### config.mk
export PLATFORM = sky130hd
export DESIGN_NAME = cxo_core
export DESIGN_NICKNAME = d
export VERILOG_FILES = /design/src/rtl/cxo_pkg.sv /design/src/rtl/cxo_alu_if.sv /design/src/rtl/cxo_alu.sv /design/src/rtl/cxo_core.sv
export SDC_FILE = /design/constraint.sdc
export NUM_CORES = 1
export LEC_CHECK = 0
export ABC_AREA = 1
export BUFFER_PORTS_ARGS = -buffer_cell sky130_fd_sc_hd__clkbuf_2
export CORE_MARGIN = 2
export CORE_UTILIZATION = 54
export CTS_BUF_LIST = sky130_fd_sc_hd__clkbuf_8
export DETAILED_ROUTE_END_ITERATION = 7
export PLACE_DENSITY = 0.79
export SKIP_LAST_GASP = 1
export SYNTH_ARGS = -nofsm -noshare
export SYNTH_HDL_FRONTEND = slang
export SYNTH_HIERARCHICAL = 1
export SYNTH_SLANG_ARGS = --single-unit
### constraint.sdc
create_clock -name clock -period 5.5 [get_ports clock]
set_input_delay 1.1 -clock clock [delete_from_list [all_inputs] [get_ports clock]]
set_output_delay 1.1 -clock clock [all_outputs]
set_load 0.05 [all_outputs]
### src/rtl/cxo_pkg.sv
// shared constants and types of the transfer, bit and control execution unit
// assumes one clock domain; every file of the unit imports this package
package cxo_pkg;

  // ==========================================================================
  // widths
  localparam int DATA_W = 8;
  localparam int ADDR_W = 16;
  localparam int IO_W   = 6;

  // ==========================================================================
  // status flag bit positions
  localparam int FLAG_C = 0;
  localparam int FLAG_Z = 1;
  localparam int FLAG_N = 2;
  localparam int FLAG_V = 3;
  localparam int FLAG_S = 4;
  localparam int FLAG_H = 5;
  localparam int FLAG_T = 6;
  localparam int FLAG_I = 7;

  // ==========================================================================
  // register port indices
  localparam logic [2:0] REG_FLAGS  = 3'h0;
  localparam logic [2:0] REG_Z_LO   = 3'h1;
  localparam logic [2:0] REG_Z_HI   = 3'h2;
  localparam logic [2:0] REG_Z_EXT  = 3'h3;
  localparam logic [2:0] REG_SP_LO  = 3'h4;
  localparam logic [2:0] REG_SP_HI  = 3'h5;
  localparam logic [2:0] REG_STATUS = 3'h6;

  // ==========================================================================
  // values after reset
  localparam logic [7:0]  FLAGS_RST = 8'h00;
  localparam logic [15:0] Z_RST     = 16'h0000;
  localparam logic [7:0]  ZEXT_RST  = 8'h00;
  localparam logic [15:0] SP_RST    = 16'h3FFF;

  // ==========================================================================
  // cycle counts; wait counts are the cycles between accept and finish
  localparam int CYC_EXT_LOAD = 3;
  localparam int CYC_POP      = 2;
  localparam int CYC_RMW      = 2;
  localparam int SRAM_EXTRA   = 1;
  localparam logic [1:0] WAIT_EXT_LOAD = 2'(CYC_EXT_LOAD - 2);
  localparam logic [1:0] WAIT_POP      = 2'(CYC_POP - 2);
  localparam logic [1:0] WAIT_RMW      = 2'(CYC_RMW - 2);
  localparam logic [1:0] WAIT_SRAM     = 2'(SRAM_EXTRA - 1);

  // ==========================================================================
  // operations accepted from the decoder
  typedef enum logic [4:0] {
    OP_NOP, OP_EXT_PROG_LOAD, OP_EXT_PROG_LOAD_INC, OP_PROG_STORE, OP_PROG_STORE_INC,
    OP_IO_READ, OP_IO_WRITE, OP_PUSH, OP_POP, OP_EXCHANGE, OP_LOAD_AND_SET,
    OP_LOAD_AND_CLEAR, OP_LOAD_AND_TOGGLE, OP_LOGICAL_SHIFT_LEFT, OP_LOGICAL_SHIFT_RIGHT,
    OP_ROTATE_LEFT_CARRY, OP_ROTATE_RIGHT_CARRY, OP_ARITH_SHIFT_RIGHT, OP_SWAP_NIBBLES,
    OP_FLAG_SET, OP_FLAG_CLEAR, OP_IO_BIT_SET, OP_IO_BIT_CLEAR, OP_BIT_TO_TFLAG,
    OP_TFLAG_TO_BIT, OP_BREAK, OP_SLEEP, OP_WATCHDOG_RESTART
  } cxo_op_e;

  typedef enum logic [2:0] {
    ALU_PASS, ALU_SHL, ALU_SHR, ALU_RLC, ALU_RRC, ALU_ASR, ALU_SWAP, ALU_BIT_LOAD
  } cxo_alu_e;

  typedef enum logic [1:0] {PH_IDLE, PH_WAIT} cxo_phase_e;

endpackage

### src/rtl/cxo_alu_if.sv
// bundle between the execution core and its shift and bit unit
// assumes the core drives operands and the unit answers combinationally
`timescale 1ns/100ps
interface cxo_alu_if;
  import cxo_pkg::*;
  logic [7:0] a;
  logic [2:0] bitsel;
  logic       c_in;
  logic       t_in;
  cxo_alu_e   func;
  logic [7:0] res;
  logic       c_out;
  logic       z_out;
  logic       n_out;
  logic       v_out;
  logic       s_out;
  logic       h_out;

  modport core (output a, bitsel, c_in, t_in, func,
                input  res, c_out, z_out, n_out, v_out, s_out, h_out);
  modport unit (input  a, bitsel, c_in, t_in, func,
                output res, c_out, z_out, n_out, v_out, s_out, h_out);
endinterface

### src/rtl/cxo_alu.sv
// shift, rotate, nibble swap and t-to-bit unit, purely combinational
// assumes the core registers everything that it takes from here
`timescale 1ns/100ps
module cxo_alu (
  cxo_alu_if.unit u
);
  import cxo_pkg::*;

  // ==========================================================================
  // result and flags; carry stays as given unless the function moves it
  always_comb begin
    u.res   = u.a;
    u.c_out = u.c_in;
    u.h_out = u.a[3];
    case (u.func)
      ALU_SHL: begin
        u.res   = {u.a[6:0], 1'b0};
        u.c_out = u.a[7];
      end
      ALU_RLC: begin
        u.res   = {u.a[6:0], u.c_in};
        u.c_out = u.a[7];
      end
      ALU_SHR: begin
        u.res   = {1'b0, u.a[7:1]};
        u.c_out = u.a[0];
      end
      ALU_RRC: begin
        u.res   = {u.c_in, u.a[7:1]};
        u.c_out = u.a[0];
      end
      ALU_ASR: begin
        u.res   = {u.a[7], u.a[7:1]};
        u.c_out = u.a[0];
      end
      ALU_SWAP: begin
        u.res = {u.a[3:0], u.a[7:4]};
      end
      ALU_BIT_LOAD: begin
        u.res           = u.a;
        u.res[u.bitsel] = u.t_in;
      end
      default: begin
        u.res = u.a;
      end
    endcase
    // sign and overflow follow the usual derivation from n and c
    u.n_out = u.res[7];
    u.z_out = (u.res == 8'h00);
    u.v_out = u.n_out ^ u.c_out;
    u.s_out = u.n_out ^ u.v_out;
  end

endmodule

### src/rtl/cxo_core.sv
// execution core for transfer, bit and control operations of an 8-bit cpu
// assumes a decoder presents one operation with its operand values, and
// memories that return read data in the cycle their read strobe is high
//
// The address-and-strobe port and the placing of the registers are this design's own decisions.
`timescale 1ns/100ps
module cxo_core #(
  parameter logic [15:0] SRAM_BASE = 16'h2000
) (
  input  wire logic                clock,
  input  wire logic                reset,
  input  wire logic                op_valid,
  input  wire cxo_pkg::cxo_op_e    op_code,
  input  wire logic [7:0]          op_rd_val,
  input  wire logic [7:0]          op_rr_val,
  input  wire logic [2:0]          op_bit,
  input  wire logic [5:0]          op_io_addr,
  input  wire logic [7:0]          op_io_val,
  output      logic                op_ready,
  output      logic                res_we,
  output      logic [7:0]          res_data,
  output      logic [23:0]         pmem_addr,
  output      logic                pmem_re,
  input  wire logic [7:0]          pmem_rdata,
  output      logic                pmem_we,
  output      logic [15:0]         pmem_wdata,
  output      logic [15:0]         dmem_addr,
  output      logic                dmem_re,
  input  wire logic [7:0]          dmem_rdata,
  output      logic                dmem_we,
  output      logic [7:0]          dmem_wdata,
  output      logic [5:0]          io_addr,
  output      logic                io_we,
  output      logic [7:0]          io_wdata,
  output      logic                break_req,
  output      logic                sleep_req,
  output      logic                wdt_restart,
  input  wire logic [2:0]          reg_addr,
  input  wire logic [7:0]          reg_wdata,
  input  wire logic                reg_wr,
  input  wire logic                reg_rd,
  output      logic [7:0]          reg_rdata
);
  import cxo_pkg::*;

  generate
    if (SRAM_BASE == 16'h0000) begin : g_bad_base
      $error("SRAM_BASE must leave room below it for io space");
    end
  endgenerate

  typedef struct packed {
    cxo_phase_e  phase;
    logic [1:0]  cnt;
    cxo_op_e     op;
    logic [7:0]  rd_orig;
    logic [7:0]  flags;
    logic [15:0] zp;
    logic [7:0]  zext;
    logic [15:0] sp;
    logic        ready;
    logic        res_we;
    logic [7:0]  res_data;
    logic [23:0] pmem_addr;
    logic        pmem_re;
    logic        pmem_we;
    logic [15:0] pmem_wdata;
    logic [15:0] dmem_addr;
    logic        dmem_re;
    logic        dmem_we;
    logic [7:0]  dmem_wdata;
    logic [5:0]  io_addr;
    logic        io_we;
    logic [7:0]  io_wdata;
    logic        brk;
    logic        slp;
    logic        watchdog_restart;
    logic [7:0]  reg_rdata;
  } cxo_core_s;

  cxo_core_s s_r;
  cxo_core_s s_nxt;
  cxo_alu_if alu_bus ();

  // ==========================================================================
  // helpers
  // the extra cycle is only known for internal sram; external memory is not
  // modelled, so its timing is not promised
  function automatic logic in_sram(input logic [15:0] addr);
    in_sram = (addr >= SRAM_BASE);
  endfunction

  function automatic logic [7:0] rmw_value(input cxo_op_e op, input logic [7:0] rd,
                                           input logic [7:0] old);
    case (op)
      OP_LOAD_AND_SET:    rmw_value = rd | old;
      OP_LOAD_AND_CLEAR:  rmw_value = (8'hFF - rd) & old;
      OP_LOAD_AND_TOGGLE: rmw_value = rd ^ old;
      default:            rmw_value = rd;                  // exchange
    endcase
  endfunction

  function automatic cxo_alu_e alu_func(input cxo_op_e op);
    case (op)
      OP_LOGICAL_SHIFT_LEFT:  alu_func = ALU_SHL;
      OP_LOGICAL_SHIFT_RIGHT: alu_func = ALU_SHR;
      OP_ROTATE_LEFT_CARRY:   alu_func = ALU_RLC;
      OP_ROTATE_RIGHT_CARRY:  alu_func = ALU_RRC;
      OP_ARITH_SHIFT_RIGHT:   alu_func = ALU_ASR;
      OP_SWAP_NIBBLES:        alu_func = ALU_SWAP;
      OP_TFLAG_TO_BIT:        alu_func = ALU_BIT_LOAD;
      default:                alu_func = ALU_PASS;
    endcase
  endfunction

  // ==========================================================================
  // shift and bit unit works on the operand as presented
  assign alu_bus.a      = op_rd_val;
  assign alu_bus.bitsel = op_bit;
  assign alu_bus.c_in   = s_r.flags[FLAG_C];
  assign alu_bus.t_in   = s_r.flags[FLAG_T];
  assign alu_bus.func   = alu_func(op_code);

  cxo_alu u_alu (
    .u (alu_bus)
  );

  // ==========================================================================
  // next state: register port first, so an operation's update wins a collision
  always_comb begin
    s_nxt            = s_r;
    s_nxt.res_we     = 1'b0;
    s_nxt.pmem_we    = 1'b0;
    s_nxt.dmem_we    = 1'b0;
    s_nxt.io_we      = 1'b0;
    s_nxt.brk        = 1'b0;
    s_nxt.slp        = 1'b0;
    s_nxt.watchdog_restart        = 1'b0;
    s_nxt.reg_rdata  = 8'h00;
    if (reg_wr) begin
      case (reg_addr)
        REG_FLAGS: s_nxt.flags     = reg_wdata;
        REG_Z_LO:  s_nxt.zp[7:0]   = reg_wdata;
        REG_Z_HI:  s_nxt.zp[15:8]  = reg_wdata;
        REG_Z_EXT: s_nxt.zext      = reg_wdata;
        REG_SP_LO: s_nxt.sp[7:0]   = reg_wdata;
        REG_SP_HI: s_nxt.sp[15:8]  = reg_wdata;
        default:   s_nxt.zext      = s_r.zext;
      endcase
    end
    if (reg_rd) begin
      case (reg_addr)
        REG_FLAGS:  s_nxt.reg_rdata = s_r.flags;
        REG_Z_LO:   s_nxt.reg_rdata = s_r.zp[7:0];
        REG_Z_HI:   s_nxt.reg_rdata = s_r.zp[15:8];
        REG_Z_EXT:  s_nxt.reg_rdata = s_r.zext;
        REG_SP_LO:  s_nxt.reg_rdata = s_r.sp[7:0];
        REG_SP_HI:  s_nxt.reg_rdata = s_r.sp[15:8];
        REG_STATUS: s_nxt.reg_rdata = {s_r.ready, 2'b00, s_r.op};
        default:    s_nxt.reg_rdata = 8'h00;
      endcase
    end
    case (s_r.phase)
      PH_IDLE: begin
        if (op_valid) begin
          s_nxt.op      = op_code;
          s_nxt.rd_orig = op_rd_val;
          case (op_code)
            OP_EXT_PROG_LOAD, OP_EXT_PROG_LOAD_INC: begin
              s_nxt.pmem_addr = {s_r.zext, s_r.zp};
              s_nxt.pmem_re   = 1'b1;
              s_nxt.cnt       = WAIT_EXT_LOAD;
              s_nxt.phase     = PH_WAIT;
              s_nxt.ready     = 1'b0;
            end
            OP_PROG_STORE, OP_PROG_STORE_INC: begin
              s_nxt.pmem_addr  = {s_r.zext, s_r.zp};
              s_nxt.pmem_we    = 1'b1;
              s_nxt.pmem_wdata = {op_rr_val, op_rd_val};
              if (op_code == OP_PROG_STORE_INC) begin
                s_nxt.zp = s_r.zp + 16'h0002;
              end
            end
            OP_IO_READ: begin
              s_nxt.res_we   = 1'b1;
              s_nxt.res_data = op_io_val;
            end
            OP_IO_WRITE: begin
              s_nxt.io_we    = 1'b1;
              s_nxt.io_addr  = op_io_addr;
              s_nxt.io_wdata = op_rr_val;
            end
            OP_PUSH: begin
              s_nxt.dmem_addr  = s_r.sp;
              s_nxt.dmem_we    = 1'b1;
              s_nxt.dmem_wdata = op_rr_val;
              s_nxt.sp         = s_r.sp - 16'h0001;
              if (in_sram(s_r.sp)) begin
                s_nxt.cnt   = WAIT_SRAM;
                s_nxt.phase = PH_WAIT;
                s_nxt.ready = 1'b0;
              end
            end
            OP_POP, OP_EXCHANGE, OP_LOAD_AND_SET, OP_LOAD_AND_CLEAR, OP_LOAD_AND_TOGGLE: begin
              s_nxt.dmem_addr = (op_code == OP_POP) ? s_r.sp + 16'h0001 : s_r.zp;
              s_nxt.dmem_re   = 1'b1;
              if (op_code == OP_POP) begin
                s_nxt.sp = s_r.sp + 16'h0001;
              end
              s_nxt.cnt   = (op_code == OP_POP) ? WAIT_POP : WAIT_RMW;
              if (in_sram(s_nxt.dmem_addr)) begin
                s_nxt.cnt = s_nxt.cnt + 2'(SRAM_EXTRA);
              end
              s_nxt.phase = PH_WAIT;
              s_nxt.ready = 1'b0;
            end
            OP_LOGICAL_SHIFT_LEFT, OP_ROTATE_LEFT_CARRY, OP_LOGICAL_SHIFT_RIGHT,
            OP_ROTATE_RIGHT_CARRY, OP_ARITH_SHIFT_RIGHT: begin
              s_nxt.res_we        = 1'b1;
              s_nxt.res_data      = alu_bus.res;
              s_nxt.flags[FLAG_C] = alu_bus.c_out;
              s_nxt.flags[FLAG_Z] = alu_bus.z_out;
              s_nxt.flags[FLAG_N] = alu_bus.n_out;
              s_nxt.flags[FLAG_V] = alu_bus.v_out;
              s_nxt.flags[FLAG_S] = alu_bus.s_out;
              if (op_code == OP_LOGICAL_SHIFT_LEFT || op_code == OP_ROTATE_LEFT_CARRY) begin
                s_nxt.flags[FLAG_H] = alu_bus.h_out;
              end
            end
            OP_SWAP_NIBBLES, OP_TFLAG_TO_BIT: begin
              s_nxt.res_we   = 1'b1;
              s_nxt.res_data = alu_bus.res;
            end
            OP_FLAG_SET: begin
              s_nxt.flags[op_bit] = 1'b1;
            end
            OP_FLAG_CLEAR: begin
              s_nxt.flags[op_bit] = 1'b0;
            end
            OP_IO_BIT_SET: begin
              s_nxt.io_we    = 1'b1;
              s_nxt.io_addr  = op_io_addr;
              s_nxt.io_wdata = op_io_val | (8'h01 << op_bit);
            end
            OP_IO_BIT_CLEAR: begin
              s_nxt.io_we    = 1'b1;
              s_nxt.io_addr  = op_io_addr;
              s_nxt.io_wdata = op_io_val & ~(8'h01 << op_bit);
            end
            OP_BIT_TO_TFLAG: begin
              s_nxt.flags[FLAG_T] = op_rr_val[op_bit];
            end
            OP_BREAK:            s_nxt.brk = 1'b1;
            OP_SLEEP:            s_nxt.slp = 1'b1;
            OP_WATCHDOG_RESTART: s_nxt.watchdog_restart = 1'b1;
            default:             s_nxt.op  = op_code;
          endcase
        end
      end
      PH_WAIT: begin
        if (s_r.cnt != 2'h0) begin
          s_nxt.cnt = s_r.cnt - 2'h1;
        end else begin
          // finish: read data is sampled while its strobe is still high
          s_nxt.phase = PH_IDLE;
          s_nxt.ready = 1'b1;
          case (s_r.op)
            OP_EXT_PROG_LOAD, OP_EXT_PROG_LOAD_INC: begin
              s_nxt.pmem_re  = 1'b0;
              s_nxt.res_we   = 1'b1;
              s_nxt.res_data = pmem_rdata;
              if (s_r.op == OP_EXT_PROG_LOAD_INC) begin
                s_nxt.zp = s_r.zp + 16'h0001;
              end
            end
            OP_POP: begin
              s_nxt.dmem_re  = 1'b0;
              s_nxt.res_we   = 1'b1;
              s_nxt.res_data = dmem_rdata;
            end
            OP_EXCHANGE, OP_LOAD_AND_SET, OP_LOAD_AND_CLEAR, OP_LOAD_AND_TOGGLE: begin
              s_nxt.dmem_re    = 1'b0;
              s_nxt.res_we     = 1'b1;
              s_nxt.res_data   = dmem_rdata;
              s_nxt.dmem_we    = 1'b1;
              s_nxt.dmem_wdata = rmw_value(s_r.op, s_r.rd_orig, dmem_rdata);
            end
            default: s_nxt.dmem_re = 1'b0;
          endcase
        end
      end
      default: s_nxt.phase = PH_IDLE;
    endcase
  end

  // ==========================================================================
  // state register
  always_ff @(posedge clock or posedge reset) begin
    if (reset) begin
      s_r       <= '0;
      s_r.phase <= PH_IDLE;
      s_r.op    <= OP_NOP;
      s_r.flags <= FLAGS_RST;
      s_r.zp    <= Z_RST;
      s_r.zext  <= ZEXT_RST;
      s_r.sp    <= SP_RST;
      s_r.ready <= 1'b1;
    end else begin
      s_r <= s_nxt;
    end
  end

  assign op_ready    = s_r.ready;
  assign res_we      = s_r.res_we;
  assign res_data    = s_r.res_data;
  assign pmem_addr   = s_r.pmem_addr;
  assign pmem_re     = s_r.pmem_re;
  assign pmem_we     = s_r.pmem_we;
  assign pmem_wdata  = s_r.pmem_wdata;
  assign dmem_addr   = s_r.dmem_addr;
  assign dmem_re     = s_r.dmem_re;
  assign dmem_we     = s_r.dmem_we;
  assign dmem_wdata  = s_r.dmem_wdata;
  assign io_addr     = s_r.io_addr;
  assign io_we       = s_r.io_we;
  assign io_wdata    = s_r.io_wdata;
  assign break_req   = s_r.brk;
  assign sleep_req   = s_r.slp;
  assign wdt_restart = s_r.watchdog_restart;
  assign reg_rdata   = s_r.reg_rdata;

  logic take;
  logic pop_sram;
  logic z_sram;
  assign take     = op_valid && op_ready && !reg_wr;
  // memory region of the pending access, so the antecedents stay short
  assign pop_sram = in_sram(s_r.sp + 16'h0001);
  assign z_sram   = in_sram(s_r.zp);
endmodule

Word-level counts from Yosys, hierarchy flattened
Index checks and enable logic that the tools add are counted.
Widths: inputs -> output; s select.
{"block": "totals", "reg_bits": 169, "output_inout_bits": 104, "word_cells": 211}
{"block": "classes", "addsub": 6, "n_lt_le_gt_ge": 4, "eq_ne": 62, "n_shift": 1, "mux": 67, "bitwise": 11, "n_reduce_logical": 34}
{"op": "$mux 16", "count": 8}
{"op": "$mux 112", "count": 1}
{"op": "$pmux 8 s7", "count": 2}
{"op": "$pmux 16 s2", "count": 3}
{"op": "$eq 5x4->1 const B", "count": 13}
{"op": "$mux 8", "count": 8}
{"op": "$eq 5x5->1 const B", "count": 12}
{"op": "$mux 48", "count": 1}
{"op": "$pmux 15 s3", "count": 1}
{"op": "$mux 41", "count": 1}
{"op": "$pmux 10 s2", "count": 2}
{"op": "$pmux 9 s2", "count": 2}
{"op": "$mux 33", "count": 1}
{"op": "$add 16x1->16 const B", "count": 2}
{"op": "$ge 16x14->1 const B", "count": 2}
{"op": "$reduce_and 5->1", "count": 6}
{"op": "$and 8x8->8", "count": 3}
{"op": "$mux 24", "count": 1}
{"op": "$or 8x8->8", "count": 3}
{"op": "$pmux 8 s3", "count": 1}
{"op": "$eq 3x3->1 const B", "count": 7}
{"op": "$pmux 3 s7", "count": 1}
{"op": "$eq 5x3->1 const B", "count": 4}
{"op": "$mux 10", "count": 2}
{"op": "other kinds (49)", "count": 98}

Longest topological paths before layout
Gate-level depths: netlist of run 1.
{"block": "logic_depth", "ltp_word": 11, "ltp_mapped": 21, "mapped_depth_nobuf": 20}

By module
Netlist of run 1, hierarchy kept.
{"module": "cxo_core", "n_inst": 1, "cells_per_inst": 1488, "area_each_um2": 11014.3, "seq_area_each_um2": 4222.8}
{"module": "cxo_alu", "n_inst": 1, "cells_per_inst": 152, "area_each_um2": 734.5, "seq_area_each_um2": 0.0}

Least setup slack after synthesis of run 1
No wires, ideal clock.
{"block": "synth_path", "kind": "in2reg", "start": "in op_code[1]", "end": "reg s_r[147] (netlist name)", "arrival_time_ps": 3021, "required_ps": 5380, "path_slack_ps": 2359, "path_stages": 16, "path_cell_list": "nor2_1 nand2_2 a21oi_4 inv_1 nand2_1 buf_4 inv_1 nand3_1 nand2_2 a22oi_1 o31ai_2 xor2_1 a21oi_1 nand2_1 o21ai_0 inv_1"}
{"item": "start, declared", "line_no": "cxo_core.sv:13", "rtl": "input wire cxo_pkg::cxo_op_e op_code,"}
{"item": "end signal, assigned", "line_no": "cxo_core.sv:309", "rtl": "s_r <= s_nxt;"}
{"item": "end, declared", "line_no": "cxo_core.sv:81", "rtl": "cxo_core_s s_r;"}

==> impl_metrics.prom, run 1 <==
# TYPE chip_impl_metric gauge
chip_impl_info{name="status",value="finished, final reports clean"} 1
chip_impl_metric{name="clock_power_share",unit="%"} 15.4
chip_impl_metric{name="drv_slew",unit=""} 0
chip_impl_metric{name="path_clk_slew",unit="ns"} 0.10
chip_impl_metric{name="ctsLongestPathBuffers",unit=""} 2
chip_impl_metric{name="worstHoldPathCells",unit=""} 2
chip_impl_metric{name="post-cts-setup-buffers",unit=""} 0
chip_impl_metric{name="drt-pass1-iter-count",unit=""} 6
chip_impl_metric{name="ys_seq_elements",unit=""} 168
chip_impl_metric{name="yosysWarningCount",unit=""} 6
chip_impl_metric{name="wl",unit="mm"} 38.63
chip_impl_metric{name="post_synthesis_mux_area_share",unit="%"} 0.4686
chip_impl_info{name="min-delay-path-class",value="flop to flop"} 1
chip_impl_metric{name="rr_worst_depth",unit=""} 5
chip_impl_metric{name="initial_core_utilization",unit="%"} 55.37
chip_impl_info{name="yosysTopAreaCell",value="dfrtp_1"} 1
chip_impl_metric{name="wl_met3",unit="mm"} 3.213
chip_impl_info{name="ctsRootBufferMaster",value="clkbuf_8"} 1
chip_impl_metric{name="syn_area_per_cell",unit="sq um"} 7.164
chip_impl_metric{name="synthXorXnorAreaFrac",unit="%"} 1.491
chip_impl_metric{name="layout.nets",unit=""} 1778
chip_impl_metric{name="drv.max_cap_violation_count",unit=""} 0
chip_impl_metric{name="io_buffer_count",unit=""} 173
chip_impl_metric{name="syn-num-nets",unit=""} 1732
chip_impl_metric{name="route.detailed.wl_per_inst",unit="um"} 19.57
chip_impl_metric{name="io_pins",unit=""} 174
chip_impl_metric{name="detail_route.vias_per_cell",unit=""} 5.842
chip_impl_metric{name="detailed_place_hpwl",unit="mm"} 29.15
chip_impl_metric{name="clkLatencyLatePin",unit="ns"} 0.48
chip_impl_metric{name="antenna_found_initial",unit=""} 0
chip_impl_metric{name="cts_made_buffers",unit=""} 17
chip_impl_metric{name="met2_length",unit="mm"} 17.73
chip_impl_info{name="hold_path.startpoint",value="io_addr[5]"} 1
chip_impl_info{name="setup.worst_path.end_class",value="flop"} 1
chip_impl_metric{name="asyncSetResetFlopFracSynth",unit="%"} 100.0
chip_impl_metric{name="max_slew_margin",unit="%"} 14.78
chip_impl_metric{name="cts.repair.resized",unit=""} 0
chip_impl_metric{name="worst_path_fanout_max",unit=""} 15
chip_impl_metric{name="grt.overflow.total",unit=""} 0
chip_impl_metric{name="die-area",unit="sq um"} 22950
chip_impl_metric{name="final_worst_path_period_share",unit="%"} 62.60
chip_impl_metric{name="grt_use_total",unit="%"} 34.15
chip_impl_info{name="timing.setup.critical_path_class",value="primary input to flop"} 1
chip_impl_metric{name="drt_first_iter_violations",unit=""} 1291
chip_impl_metric{name="power.switching_fraction",unit="%"} 53.62
chip_impl_metric{name="clock_skew",unit="ns"} 0.01691
chip_impl_metric{name="transition_at_the_pin_with_the_smallest_max_transition_slack",unit="ns"} 1.270
chip_impl_info{name="synth-main-ff-cell",value="dfrtp_1"} 1
chip_impl_metric{name="synth.distinct_cells",unit=""} 54
chip_impl_metric{name="comb_power_share",unit="%"} 48.1
chip_impl_metric{name="cts-hold-fix-buffers",unit=""} 0
chip_impl_metric{name="num_vias",unit=""} 11530
chip_impl_metric{name="place.gp.congestion",unit=""} 0.9685
chip_impl_metric{name="placementRows",unit=""} 53
chip_impl_metric{name="antenna_violating_nets_post_route",unit=""} 0
chip_impl_metric{name="area_growth_syn_to_layout",unit="%"} 5.208
chip_impl_metric{name="htreeDepth",unit=""} 4
chip_impl_info{name="netlist_top_cells_area",value="dfrtp_1, nand2_1, o21ai_0, buf_4, inv_1"} 1
chip_impl_metric{name="synth_enable_flop_cells",unit=""} 0
chip_impl_metric{name="seq_area_frac_synth",unit="%"} 35.94
chip_impl_info{name="worstSetupStartpointType",value="primary input"} 1
chip_impl_metric{name="synth_compound_area_share",unit="%"} 17.67
chip_impl_info{name="regToRegEndpoint",value="s_r[116]"} 1
chip_impl_metric{name="r2r_setup_slack",unit="ns"} 2.68
chip_impl_metric{name="finalSetupTns",unit="ns"} 0
chip_impl_metric{name="power_density",unit="nW/um^2"} 478.3
chip_impl_metric{name="power_share_of_the_sequential_group",unit="%"} 36.5
chip_impl_info{name="dominant_combinational_cell_family_by_area_after_synthesis",value="simple AND/OR/NAND/NOR gates"} 1
chip_impl_metric{name="design.core.area",unit="sq um"} 21220
chip_impl_info{name="whs_endpoint",value="io_addr[5]"} 1
chip_impl_metric{name="timing.fmax",unit="MHz"} 290.4
chip_impl_metric{name="post-route-min-period",unit="ns"} 3.443
chip_impl_metric{name="post_synth_and_or_nand_nor_area_fraction",unit="%"} 26.65
chip_impl_metric{name="first_global_vias",unit=""} 10460
chip_impl_info{name="grt_setup_unrepaired",value="false"} 1
chip_impl_metric{name="grt_max_degree",unit=""} 169
chip_impl_metric{name="leakage",unit="nW"} 6.083
chip_impl_metric{name="hold_viol",unit=""} 0
chip_impl_info{name="highest_routed_metal_layer",value="met4"} 1
chip_impl_metric{name="report.final.setup_viol",unit=""} 0
chip_impl_metric{name="finalHoldWorstSlack",unit="ns"} 0.4831
chip_impl_info{name="tritoncts",value="yes"} 1
chip_impl_metric{name="synthAdderAreaFrac",unit="%"} 2.343
chip_impl_metric{name="cts.sink_count",unit=""} 168
chip_impl_metric{name="drc_errors",unit=""} 0
chip_impl_metric{name="die-height",unit="um"} 151.5
chip_impl_metric{name="post_synth_inst_count",unit=""} 1640
chip_impl_metric{name="worst_ir_drop_vdd",unit="V"} 0.0003497
chip_impl_metric{name="critical_path_arrival",unit="ns"} 3.80
chip_impl_metric{name="antennaDiodeCount",unit=""} 0
chip_impl_metric{name="post-synth-top-area-fraction",unit="%"} 32.59
chip_impl_metric{name="final_layout_size_suffix_gt1_share",unit="%"} 16.77
chip_impl_metric{name="grt_pass1_wl",unit="mm"} 59.18
chip_impl_info{name="r2r-start",value="s_r[167]"} 1
chip_impl_metric{name="wl_met1",unit="mm"} 15.85
chip_impl_metric{name="worst_ep_required_time",unit="ns"} 5.86
chip_impl_metric{name="die_w",unit="um"} 151.5
chip_impl_metric{name="intPower",unit="mW"} 2.742
chip_impl_metric{name="synth_area",unit="sq um"} 11750
chip_impl_metric{name="power_switching",unit="mW"} 3.170
-- synth_stat cells, drive strengths merged, types with 16 or more instances --
cell / number
o211ai: 23
o21ai: 172
dfrtp: 153
nand4: 44
nand3: 100
ha: 22
nand2: 408
nor2: 139
a21oi: 67
xor2: 18
o22ai: 23
buf: 127
clkbuf: 21
a31oi: 16
inv: 211
-- worst max path at each step --
stage                   endpoint  depth (start not counted)       start  slack (ns)
finish                  s_r[147]                         15  op_code[4]        2.06
global route            s_r[145]                         18  op_code[4]        1.82
CTS                     s_r[147]                         15  op_code[4]        2.15
detailed placement      s_r[147]                         15  op_code[4]        1.65
global placement        s_r[147]                         15  op_code[4]        1.68
floorplan           alu_bus.c_in                          1       reset        2.27
-- cell type report --
cell class / count / area [sq um]
sequential: 168 / 4223
tap: 275 / 344.1
clock inverter: 15 / 146.4
fill: 2094 / 8860
timing repair buffer: 175 / 893.4
inverter: 211 / 803.3
multi-input combinational: 1113 / 5717
clock buffer: 17 / 234.0
-- metal layers --
metal | vias up | global-route usage, %
met4 | 0 | 13.94
met5 | - | 0
met1 | 5357 | 45.86
li1 | 5433 | -
met2 | 633 | 55.38
met3 | 110 | 5.359
-- sequential cells by signal, indices dropped and copies added (netlist names), 6 cells and up --
name	flops
s_r	62
pmem_addr	24
dmem_addr	16
pmem_wdata	16
dmem_wdata	8
io_wdata	8
reg_rdata	8
res_data	8
io_addr	6
-- critical path: stages --
cell and delay (ns):
clkbuf_2 0.26, inv_1 0.33, a21oi_4 0.35, inv_1 0.09, nand2_1 0.28, inv_1 0.17
nand3_1 0.13, nand2_2 0.18, a22oi_1 0.28, o31ai_2 0.13, xor2_1 0.16, a21oi_1 0.13
nand2_1 0.06, o21ai_0 0.07, inv_1 0.07
-- power by group through the flow --
stage	registers (mW)	logic [mW]	clock network, mW
after global routing	2.21	3.08	0.970
after detailed placement	2.17	2.82	0
after CTS	2.15	2.83	0.915
final	2.16	2.84	0.913
after floorplan	2.00	2.61	0
after global placement	2.15	2.78	0
-- stage by stage --
| step | setup WS, ns | area (sq um) | util [%] | instances | total power, mW |
|---|---|---|---|---|---|
| 3_3_place_gp | 1.682 | 11980 | 56.46 | 1942 | 4.936 |
| 6_report | 2.057 | 12360 | 58.25 | 1974 | 5.913 |
| 4_1_cts | 2.152 | 12360 | 58.25 | 1974 | 5.891 |
| 5_1_grt | 1.824 | 12360 | 58.25 | 1974 | 6.255 |
| 2_1_floorplan | 2.272 | 11750 | - | 1640 | 4.613 |
| 3_5_place_dp | 1.647 | 11980 | 56.46 | 1942 | 4.994 |
-- cell families after synthesis --
kind of cell,Yosys count
multiplexers,5
XOR/XNOR,20
adder cells (fa/ha/maj),22
AND/OR/NAND/NOR,714
AO/OA/AOI/OAI,352
buffers and inverters,359
flip-flops,168
-- layout by cell type, fill, tap and decap left out, drive strengths merged, types with 11 or more instances in the layout --
cell,instances
dfrtp,153
dfstp,15
clkbuf,190
a22oi,12
a31oi,16
o22ai,23
nand4,44
o2111ai,11
xor2,18
o221ai,14
nor2,139
nor3,12
nand3,100
o21ai,172
ha,22
nand2,408
o211ai,23
a21oi,67
inv,221
Power figures use the tool's default switching activity.
==> run 2, diff against run 1 <==
==> constraint.sdc (replaced) <==
create_clock -name clock -period 3.1 [get_ports clock]
set_input_delay 0.62 -clock clock [delete_from_list [all_inputs] [get_ports clock]]
set_output_delay 0.62 -clock clock [all_outputs]
set_load 0.05 [all_outputs]
==> impl_metrics.prom, run 2 (same netlist as run 1, synthesis figures left out) <==
# TYPE chip_impl_metric gauge
chip_impl_info{name="status",value="finished, final reports clean"} 1
chip_impl_metric{name="antenna_violating_nets_post_route",unit=""} 0
chip_impl_info{name="worst_setup_path_startpoint",value="s_r[164]"} 1
chip_impl_metric{name="cts-hold-fix-buffers",unit=""} 0
chip_impl_metric{name="power.switching_fraction",unit="%"} 53.18
chip_impl_metric{name="placementRows",unit=""} 53
chip_impl_metric{name="intPower",unit="mW"} 4.977
chip_impl_metric{name="route.detailed.wl_per_inst",unit="um"} 19.98
chip_impl_metric{name="cts.repair.resized",unit=""} 0
chip_impl_metric{name="finalWorstSetupSlack",unit="ns"} 0.4388
chip_impl_metric{name="grt_pass1_wl",unit="mm"} 61.13
chip_impl_metric{name="die_w",unit="um"} 151.5
chip_impl_metric{name="power_density",unit="nW/um^2"} 847.5
chip_impl_metric{name="critical_path_arrival",unit="ns"} 3.00
chip_impl_metric{name="first_global_vias",unit=""} 11020
chip_impl_metric{name="num_vias",unit=""} 11690
chip_impl_metric{name="place.gp.congestion",unit=""} 0.9853
chip_impl_metric{name="worst_ep_required_time",unit="ns"} 3.44
chip_impl_metric{name="post-route-min-period",unit="ns"} 2.661
chip_impl_metric{name="worst_ir_drop_vdd",unit="V"} 0.0005184
chip_impl_metric{name="grt_max_degree",unit=""} 103
chip_impl_metric{name="antennaDiodeCount",unit=""} 0
chip_impl_metric{name="rr_worst_depth",unit=""} 6
chip_impl_metric{name="area_growth_syn_to_layout",unit="%"} 6.763
chip_impl_info{name="cp_top_family",value="compound AO/OA/AOI/OAI gates"} 1
chip_impl_info{name="crit_chain",value="inv_1 > nand3_1 > o21ai_1 > nand4_1 > o2111ai_1 > o211ai_1"} 1
chip_impl_metric{name="drc_errors",unit=""} 0
chip_impl_metric{name="final_layout_size_suffix_gt1_share",unit="%"} 17.69
chip_impl_metric{name="pre_cts_ws",unit="ns"} 0.1707
chip_impl_metric{name="die-height",unit="um"} 151.5
chip_impl_metric{name="antenna_found_initial",unit=""} 0
chip_impl_metric{name="path_clk_slew",unit="ns"} 0.10
chip_impl_metric{name="final_worst_path_period_share",unit="%"} 85.85
chip_impl_metric{name="final_util",unit="%"} 59.11
chip_impl_metric{name="grt_use_total",unit="%"} 35.36
chip_impl_metric{name="grt.overflow.total",unit=""} 0
chip_impl_metric{name="design.core.area",unit="sq um"} 21220
chip_impl_metric{name="max_slew_margin",unit="%"} 21.57
chip_impl_metric{name="largest_register_ffs",unit=""} 62
chip_impl_info{name="slowest_stage_cell_on_the_critical_path",value="o21ai_1"} 1
chip_impl_metric{name="drt_first_iter_violations",unit=""} 1164
chip_impl_metric{name="fill_cells",unit=""} 2070
chip_impl_metric{name="drv.max_cap_violation_count",unit=""} 0
chip_impl_metric{name="clock_skew",unit="ns"} 0.02299
chip_impl_metric{name="power_switching",unit="mW"} 5.653
chip_impl_metric{name="transition_at_the_pin_with_the_smallest_max_transition_slack",unit="ns"} 1.169
chip_impl_metric{name="report.final.setup_viol",unit=""} 0
chip_impl_info{name="r2r-start",value="s_r[164]"} 1
chip_impl_metric{name="initial_core_utilization",unit="%"} 55.37
chip_impl_metric{name="cts.sink_count",unit=""} 168
chip_impl_metric{name="slowest_delay",unit="ns"} 0.95
chip_impl_metric{name="drv_slew",unit=""} 0
chip_impl_info{name="worstSetupStartpointType",value="flop"} 1
chip_impl_metric{name="ctsLongestPathBuffers",unit=""} 2
chip_impl_metric{name="detailed_place_hpwl",unit="mm"} 30.27
chip_impl_metric{name="leakage",unit="nW"} 6.194
chip_impl_metric{name="io_pins",unit=""} 174
chip_impl_info{name="most_used_cells_in_the_layout_excluding_fill_and_tap_cells",value="nand2_1, inv_1, clkbuf_2"} 1
chip_impl_info{name="final_common_cell",value="nand2_1"} 1
chip_impl_metric{name="timing.fmax",unit="MHz"} 375.8
chip_impl_metric{name="worst_path_fanout_max",unit=""} 16
chip_impl_info{name="min-delay-path-class",value="primary input to asynchronous set/reset pin"} 1
chip_impl_metric{name="critical_path.n_buffers_inverters",unit=""} 1
chip_impl_metric{name="clock_power_share",unit="%"} 15.9
chip_impl_metric{name="cts_made_buffers",unit=""} 17
chip_impl_metric{name="layout.nets",unit=""} 1797
chip_impl_metric{name="post-cts-setup-buffers",unit=""} 0
chip_impl_metric{name="hold_viol",unit=""} 0
chip_impl_metric{name="detail_route.vias_per_cell",unit=""} 5.864
chip_impl_metric{name="drt-pass1-iter-count",unit=""} 6
chip_impl_metric{name="io_buffer_count",unit=""} 173
chip_impl_metric{name="die-area",unit="sq um"} 22950
chip_impl_info{name="tritoncts",value="yes"} 1
chip_impl_metric{name="htreeDepth",unit=""} 4
chip_impl_info{name="ctsRootBufferMaster",value="clkbuf_8"} 1
chip_impl_metric{name="wl",unit="mm"} 39.82
chip_impl_info{name="timing.setup.critical_path_class",value="flop to flop"} 1
chip_impl_metric{name="clkLatencyLatePin",unit="ns"} 0.50
chip_impl_metric{name="finalSetupTns",unit="ns"} 0
chip_impl_metric{name="crit_cells",unit=""} 6
chip_impl_info{name="grt_setup_unrepaired",value="false"} 1
chip_impl_info{name="setup.worst_path.end_class",value="flop"} 1
chip_impl_metric{name="power_share_of_the_sequential_group",unit="%"} 35.9
chip_impl_metric{name="comb_power_share",unit="%"} 48.2
chip_impl_info{name="top_register",value="s_r"} 1
[run 2: changes by cell type in the layout (fill, tap and decap cells not counted), sizes merged]
| cell | previous run | this run |
|---|---|---|
| buf | 2 | 21 |
| bufinv | 0 | 1 |
| inv | 221 | 220 |
[run 2: area by class of cell]
type	count	area (sq um)	share of cell area (%)
Tap cell	275	344.1	2.743
Timing Repair Buffer	194	1049	8.359
Multi-Input combinational cell	1113	5717	45.58
Clock inverter	15	173.9	1.387
Inverter	211	803.3	6.404
Sequential cell	168	4223	33.67
Clock buffer	17	234.0	1.865
[run 2: per-stage QoR]
| step | instances | area [sq um] | hold WS (ns) | total power [mW] |
|---|---|---|---|---|
| 2_1_floorplan | 1640 | 11750 | 0.4431 | 8.185 |
| 3_5_place_dp | 1961 | 12140 | 0.4613 | 8.918 |
| 3_3_place_gp | 1961 | 12140 | 0.4552 | 8.846 |
| 6_report | 1993 | 12540 | 0.2295 | 10.63 |
| 5_1_grt | 1993 | 12540 | 0.2503 | 11.21 |
| 4_1_cts | 1993 | 12540 | 0.2480 | 10.59 |
[run 2: worst register-to-register path, cell delays in order, from the launching register on]
cell and delay [ns]:
dfrtp_1 0.47, inv_1 0.20, nand3_1 0.20, o21ai_1 0.95, nand4_1 0.19, o2111ai_1 0.32, o211ai_1 0.18
[run 2: layer usage]
| layer | vias to the layer above | track usage [%] | part of all wire, % |
|---|---|---|---|
| li1 | 5458 | - | - |
| met1 | 5478 | 44.68 | 39 |
| met2 | 623 | 57.53 | 47 |
| met3 | 128 | 6.377 | 8.1 |
| met4 | 0 | 19.49 | 5.8 |
| met5 | - | 0 | 0 |
[run 2: power by group through the flow]
stage	clock network, mW	registers (mW)	logic [mW]
final	1.69	3.82	5.12
after CTS	1.70	3.79	5.10
after global placement	0	3.82	5.03
after floorplan	0	3.55	4.64
after global routing	1.79	3.89	5.52
after detailed placement	0	3.83	5.09
[run 2: final timing paths]
path                                 end  slack (ns)
max in group asynchronous        dmem_re        2.34
min in group clock            io_addr[5]        0.33
hold / removal             dmem_addr[10]        0.23
hold reg to reg               io_addr[5]        0.48
setup reg to reg           dmem_wdata[6]        0.44
setup / recovery           dmem_wdata[6]        0.44
==> run 3, diff against run 2 <==
--- a/config.mk
+++ b/config.mk
@@ -6,7 +6,7 @@
 export NUM_CORES = 1
 export LEC_CHECK = 0
 export ABC_AREA = 1
-export BUFFER_PORTS_ARGS = -buffer_cell sky130_fd_sc_hd__clkbuf_2
+export BUFFER_PORTS_ARGS = -buffer_cell sky130_fd_sc_hd__buf_2
 export CORE_MARGIN = 2
 export CORE_UTILIZATION = 54
 export CTS_BUF_LIST = sky130_fd_sc_hd__clkbuf_8
==> impl_metrics.prom, run 3 (same netlist as run 1, synthesis figures left out) <==
# TYPE chip_impl_metric gauge
chip_impl_info{name="status",value="finished, violations left"} 1
chip_impl_info{name="failing_checks",value="DRC"} 1
chip_impl_metric{name="design.core.area",unit="sq um"} 21220
chip_impl_metric{name="drt_first_iter_violations",unit=""} 1077
chip_impl_metric{name="final_worst_path_period_share",unit="%"} 87.66
chip_impl_metric{name="power_density",unit="nW/um^2"} 844.9
chip_impl_metric{name="placementRows",unit=""} 53
chip_impl_metric{name="finalWorstSetupSlack",unit="ns"} 0.3824
chip_impl_metric{name="seq_area",unit="sq um"} 4223
chip_impl_metric{name="antenna_violating_nets_post_route",unit=""} 0
chip_impl_metric{name="htreeDepth",unit=""} 4
chip_impl_metric{name="grt_pass1_wl",unit="mm"} 61.44
chip_impl_metric{name="area_growth_syn_to_layout",unit="%"} 6.763
chip_impl_info{name="r2r-start",value="s_r[162]"} 1
chip_impl_metric{name="grt_use_total",unit="%"} 35.54
chip_impl_metric{name="die_w",unit="um"} 151.5
chip_impl_metric{name="rr_worst_depth",unit=""} 6
chip_impl_info{name="ctsRootBufferMaster",value="clkbuf_8"} 1
chip_impl_metric{name="clock_skew",unit="ns"} 0.02411
chip_impl_metric{name="drv_slew",unit=""} 0
chip_impl_metric{name="post-route-min-period",unit="ns"} 2.718
chip_impl_metric{name="first_global_vias",unit=""} 11000
chip_impl_metric{name="total_power",unit="mW"} 10.60
chip_impl_metric{name="drc_errors",unit=""} 1
chip_impl_metric{name="fill_cells",unit=""} 2079
chip_impl_metric{name="cts.repair.resized",unit=""} 0
chip_impl_metric{name="drt-pass1-iter-count",unit=""} 8
chip_impl_metric{name="die-area",unit="sq um"} 22950
chip_impl_metric{name="die-height",unit="um"} 151.5
chip_impl_metric{name="hold_viol",unit=""} 0
chip_impl_metric{name="detail_route.vias_per_cell",unit=""} 5.866
chip_impl_metric{name="final_layout_size_suffix_gt1_share",unit="%"} 17.69
chip_impl_info{name="tritoncts",value="yes"} 1
chip_impl_metric{name="max_slew_margin",unit="%"} 20.30
chip_impl_metric{name="multi_input_gate_area",unit="sq um"} 5717
chip_impl_metric{name="antenna_found_initial",unit=""} 4
chip_impl_metric{name="pre_cts_ws",unit="ns"} 0.09427
chip_impl_metric{name="post-cts-setup-buffers",unit=""} 0
chip_impl_metric{name="detailed_place_hpwl",unit="mm"} 30.32
chip_impl_metric{name="cts-hold-fix-buffers",unit=""} 0
chip_impl_metric{name="finalSetupTns",unit="ns"} 0
chip_impl_metric{name="ctsLongestPathBuffers",unit=""} 2
chip_impl_metric{name="drv.max_cap_violation_count",unit=""} 0
chip_impl_info{name="final_common_cell",value="nand2_1"} 1
chip_impl_metric{name="grt_max_degree",unit=""} 105
chip_impl_metric{name="critical_path_arrival",unit="ns"} 3.05
chip_impl_metric{name="wl",unit="mm"} 40.05
chip_impl_info{name="most_used_cells_in_the_layout_excluding_fill_and_tap_cells",value="nand2_1, inv_1, buf_2"} 1
chip_impl_metric{name="route.detailed.wl_per_inst",unit="um"} 20.08
chip_impl_info{name="timing.setup.critical_path_class",value="flop to flop"} 1
chip_impl_metric{name="num_vias",unit=""} 11700
chip_impl_info{name="min-delay-path-class",value="primary input to asynchronous set/reset pin"} 1
chip_impl_info{name="grt_setup_unrepaired",value="false"} 1
chip_impl_metric{name="io_pins",unit=""} 174
chip_impl_metric{name="place.gp.congestion",unit=""} 1.015
chip_impl_metric{name="io_buffer_count",unit=""} 173
chip_impl_metric{name="cts.sink_count",unit=""} 168
chip_impl_metric{name="worst_ep_required_time",unit="ns"} 3.43
chip_impl_metric{name="grt.overflow.total",unit=""} 0
chip_impl_info{name="setup.worst_path.end_class",value="flop"} 1
chip_impl_info{name="worstSetupStartpointType",value="flop"} 1
chip_impl_metric{name="clkLatencyLatePin",unit="ns"} 0.49
chip_impl_metric{name="path_clk_slew",unit="ns"} 0.11
chip_impl_info{name="top_register",value="s_r"} 1
chip_impl_metric{name="r2r_setup_slack",unit="ns"} 0.38
chip_impl_metric{name="transition_at_the_pin_with_the_smallest_max_transition_slack",unit="ns"} 1.187
chip_impl_metric{name="leakage",unit="nW"} 6.190
chip_impl_metric{name="initial_core_utilization",unit="%"} 55.37
chip_impl_metric{name="largest_register_ffs",unit=""} 62
chip_impl_metric{name="layout.nets",unit=""} 1797
chip_impl_metric{name="report.final.setup_viol",unit=""} 0
chip_impl_metric{name="worst_path_fanout_max",unit=""} 16
chip_impl_metric{name="cts_made_buffers",unit=""} 17
chip_impl_metric{name="timing.fmax",unit="MHz"} 368.0
chip_impl_metric{name="worst_ir_drop_vdd",unit="V"} 0.0005741
chip_impl_info{name="regToRegEndpoint",value="dmem_wdata[3]"} 1
run 3: layer usage:
layer	vias up	track usage, %	share of wire, %
met1	5448	44.81	39
li1	5475	-	-
met5	-	0	0.062
met4	4	20.23	6.1
met2	621	57.65	46
met3	155	6.347	8.3
run 3: where the power goes:
part	leakage (nW)	switching [mW]	internal, mW
clock	0.206	1.03	0.619
sequential	2.05	0.768	3.03
combinational	3.94	3.87	1.28
total	6.19	5.67	4.93
run 3: through the flow:
step	hold WS, ns	instance area (sq um)	utilization (%)	cells
finish	0.2277	12540	59.11	1995
global route	0.2520	12540	59.10	1994
CTS	0.2626	12540	59.09	1993
detailed placement	0.4548	12140	57.19	1961
global placement	0.4503	12140	57.19	1961
floorplan	0.4431	11750	-	1640
run 3: layout make-up:
type / count / share of cell area, %
clock buffers: 17 / 1.865
inverters: 211 / 6.404
diodes: 2 / 0.03990
well taps: 275 / 2.743
clock inverters: 15 / 1.347
multi-input cells: 1113 / 45.58
flip-flops and latches: 168 / 33.67
repair buffers: 194 / 8.359
run 3: critical path: stages, from the launching register on:
cell	delay, ns
dfrtp_1	0.42
inv_1	0.24
nand3_1	0.24
o21ai_1	0.97
nand4_1	0.25
o2111ai_1	0.29
o211ai_1	0.17
run 3: worst max-delay path by stage:
| stage | start | endpoint | cells past startpoint |
|---|---|---|---|
| after floorplan | reset | alu_bus.c_in | 1 |
| final | s_r[162] | dmem_wdata[3] | 6 |
| after CTS | s_r[162] | dmem_wdata[3] | 6 |
| after detailed placement | op_code[0] | s_r[145] | 18 |
| after global placement | op_code[3] | s_r[145] | 21 |
| after global routing | s_r[162] | dmem_wdata[3] | 6 |
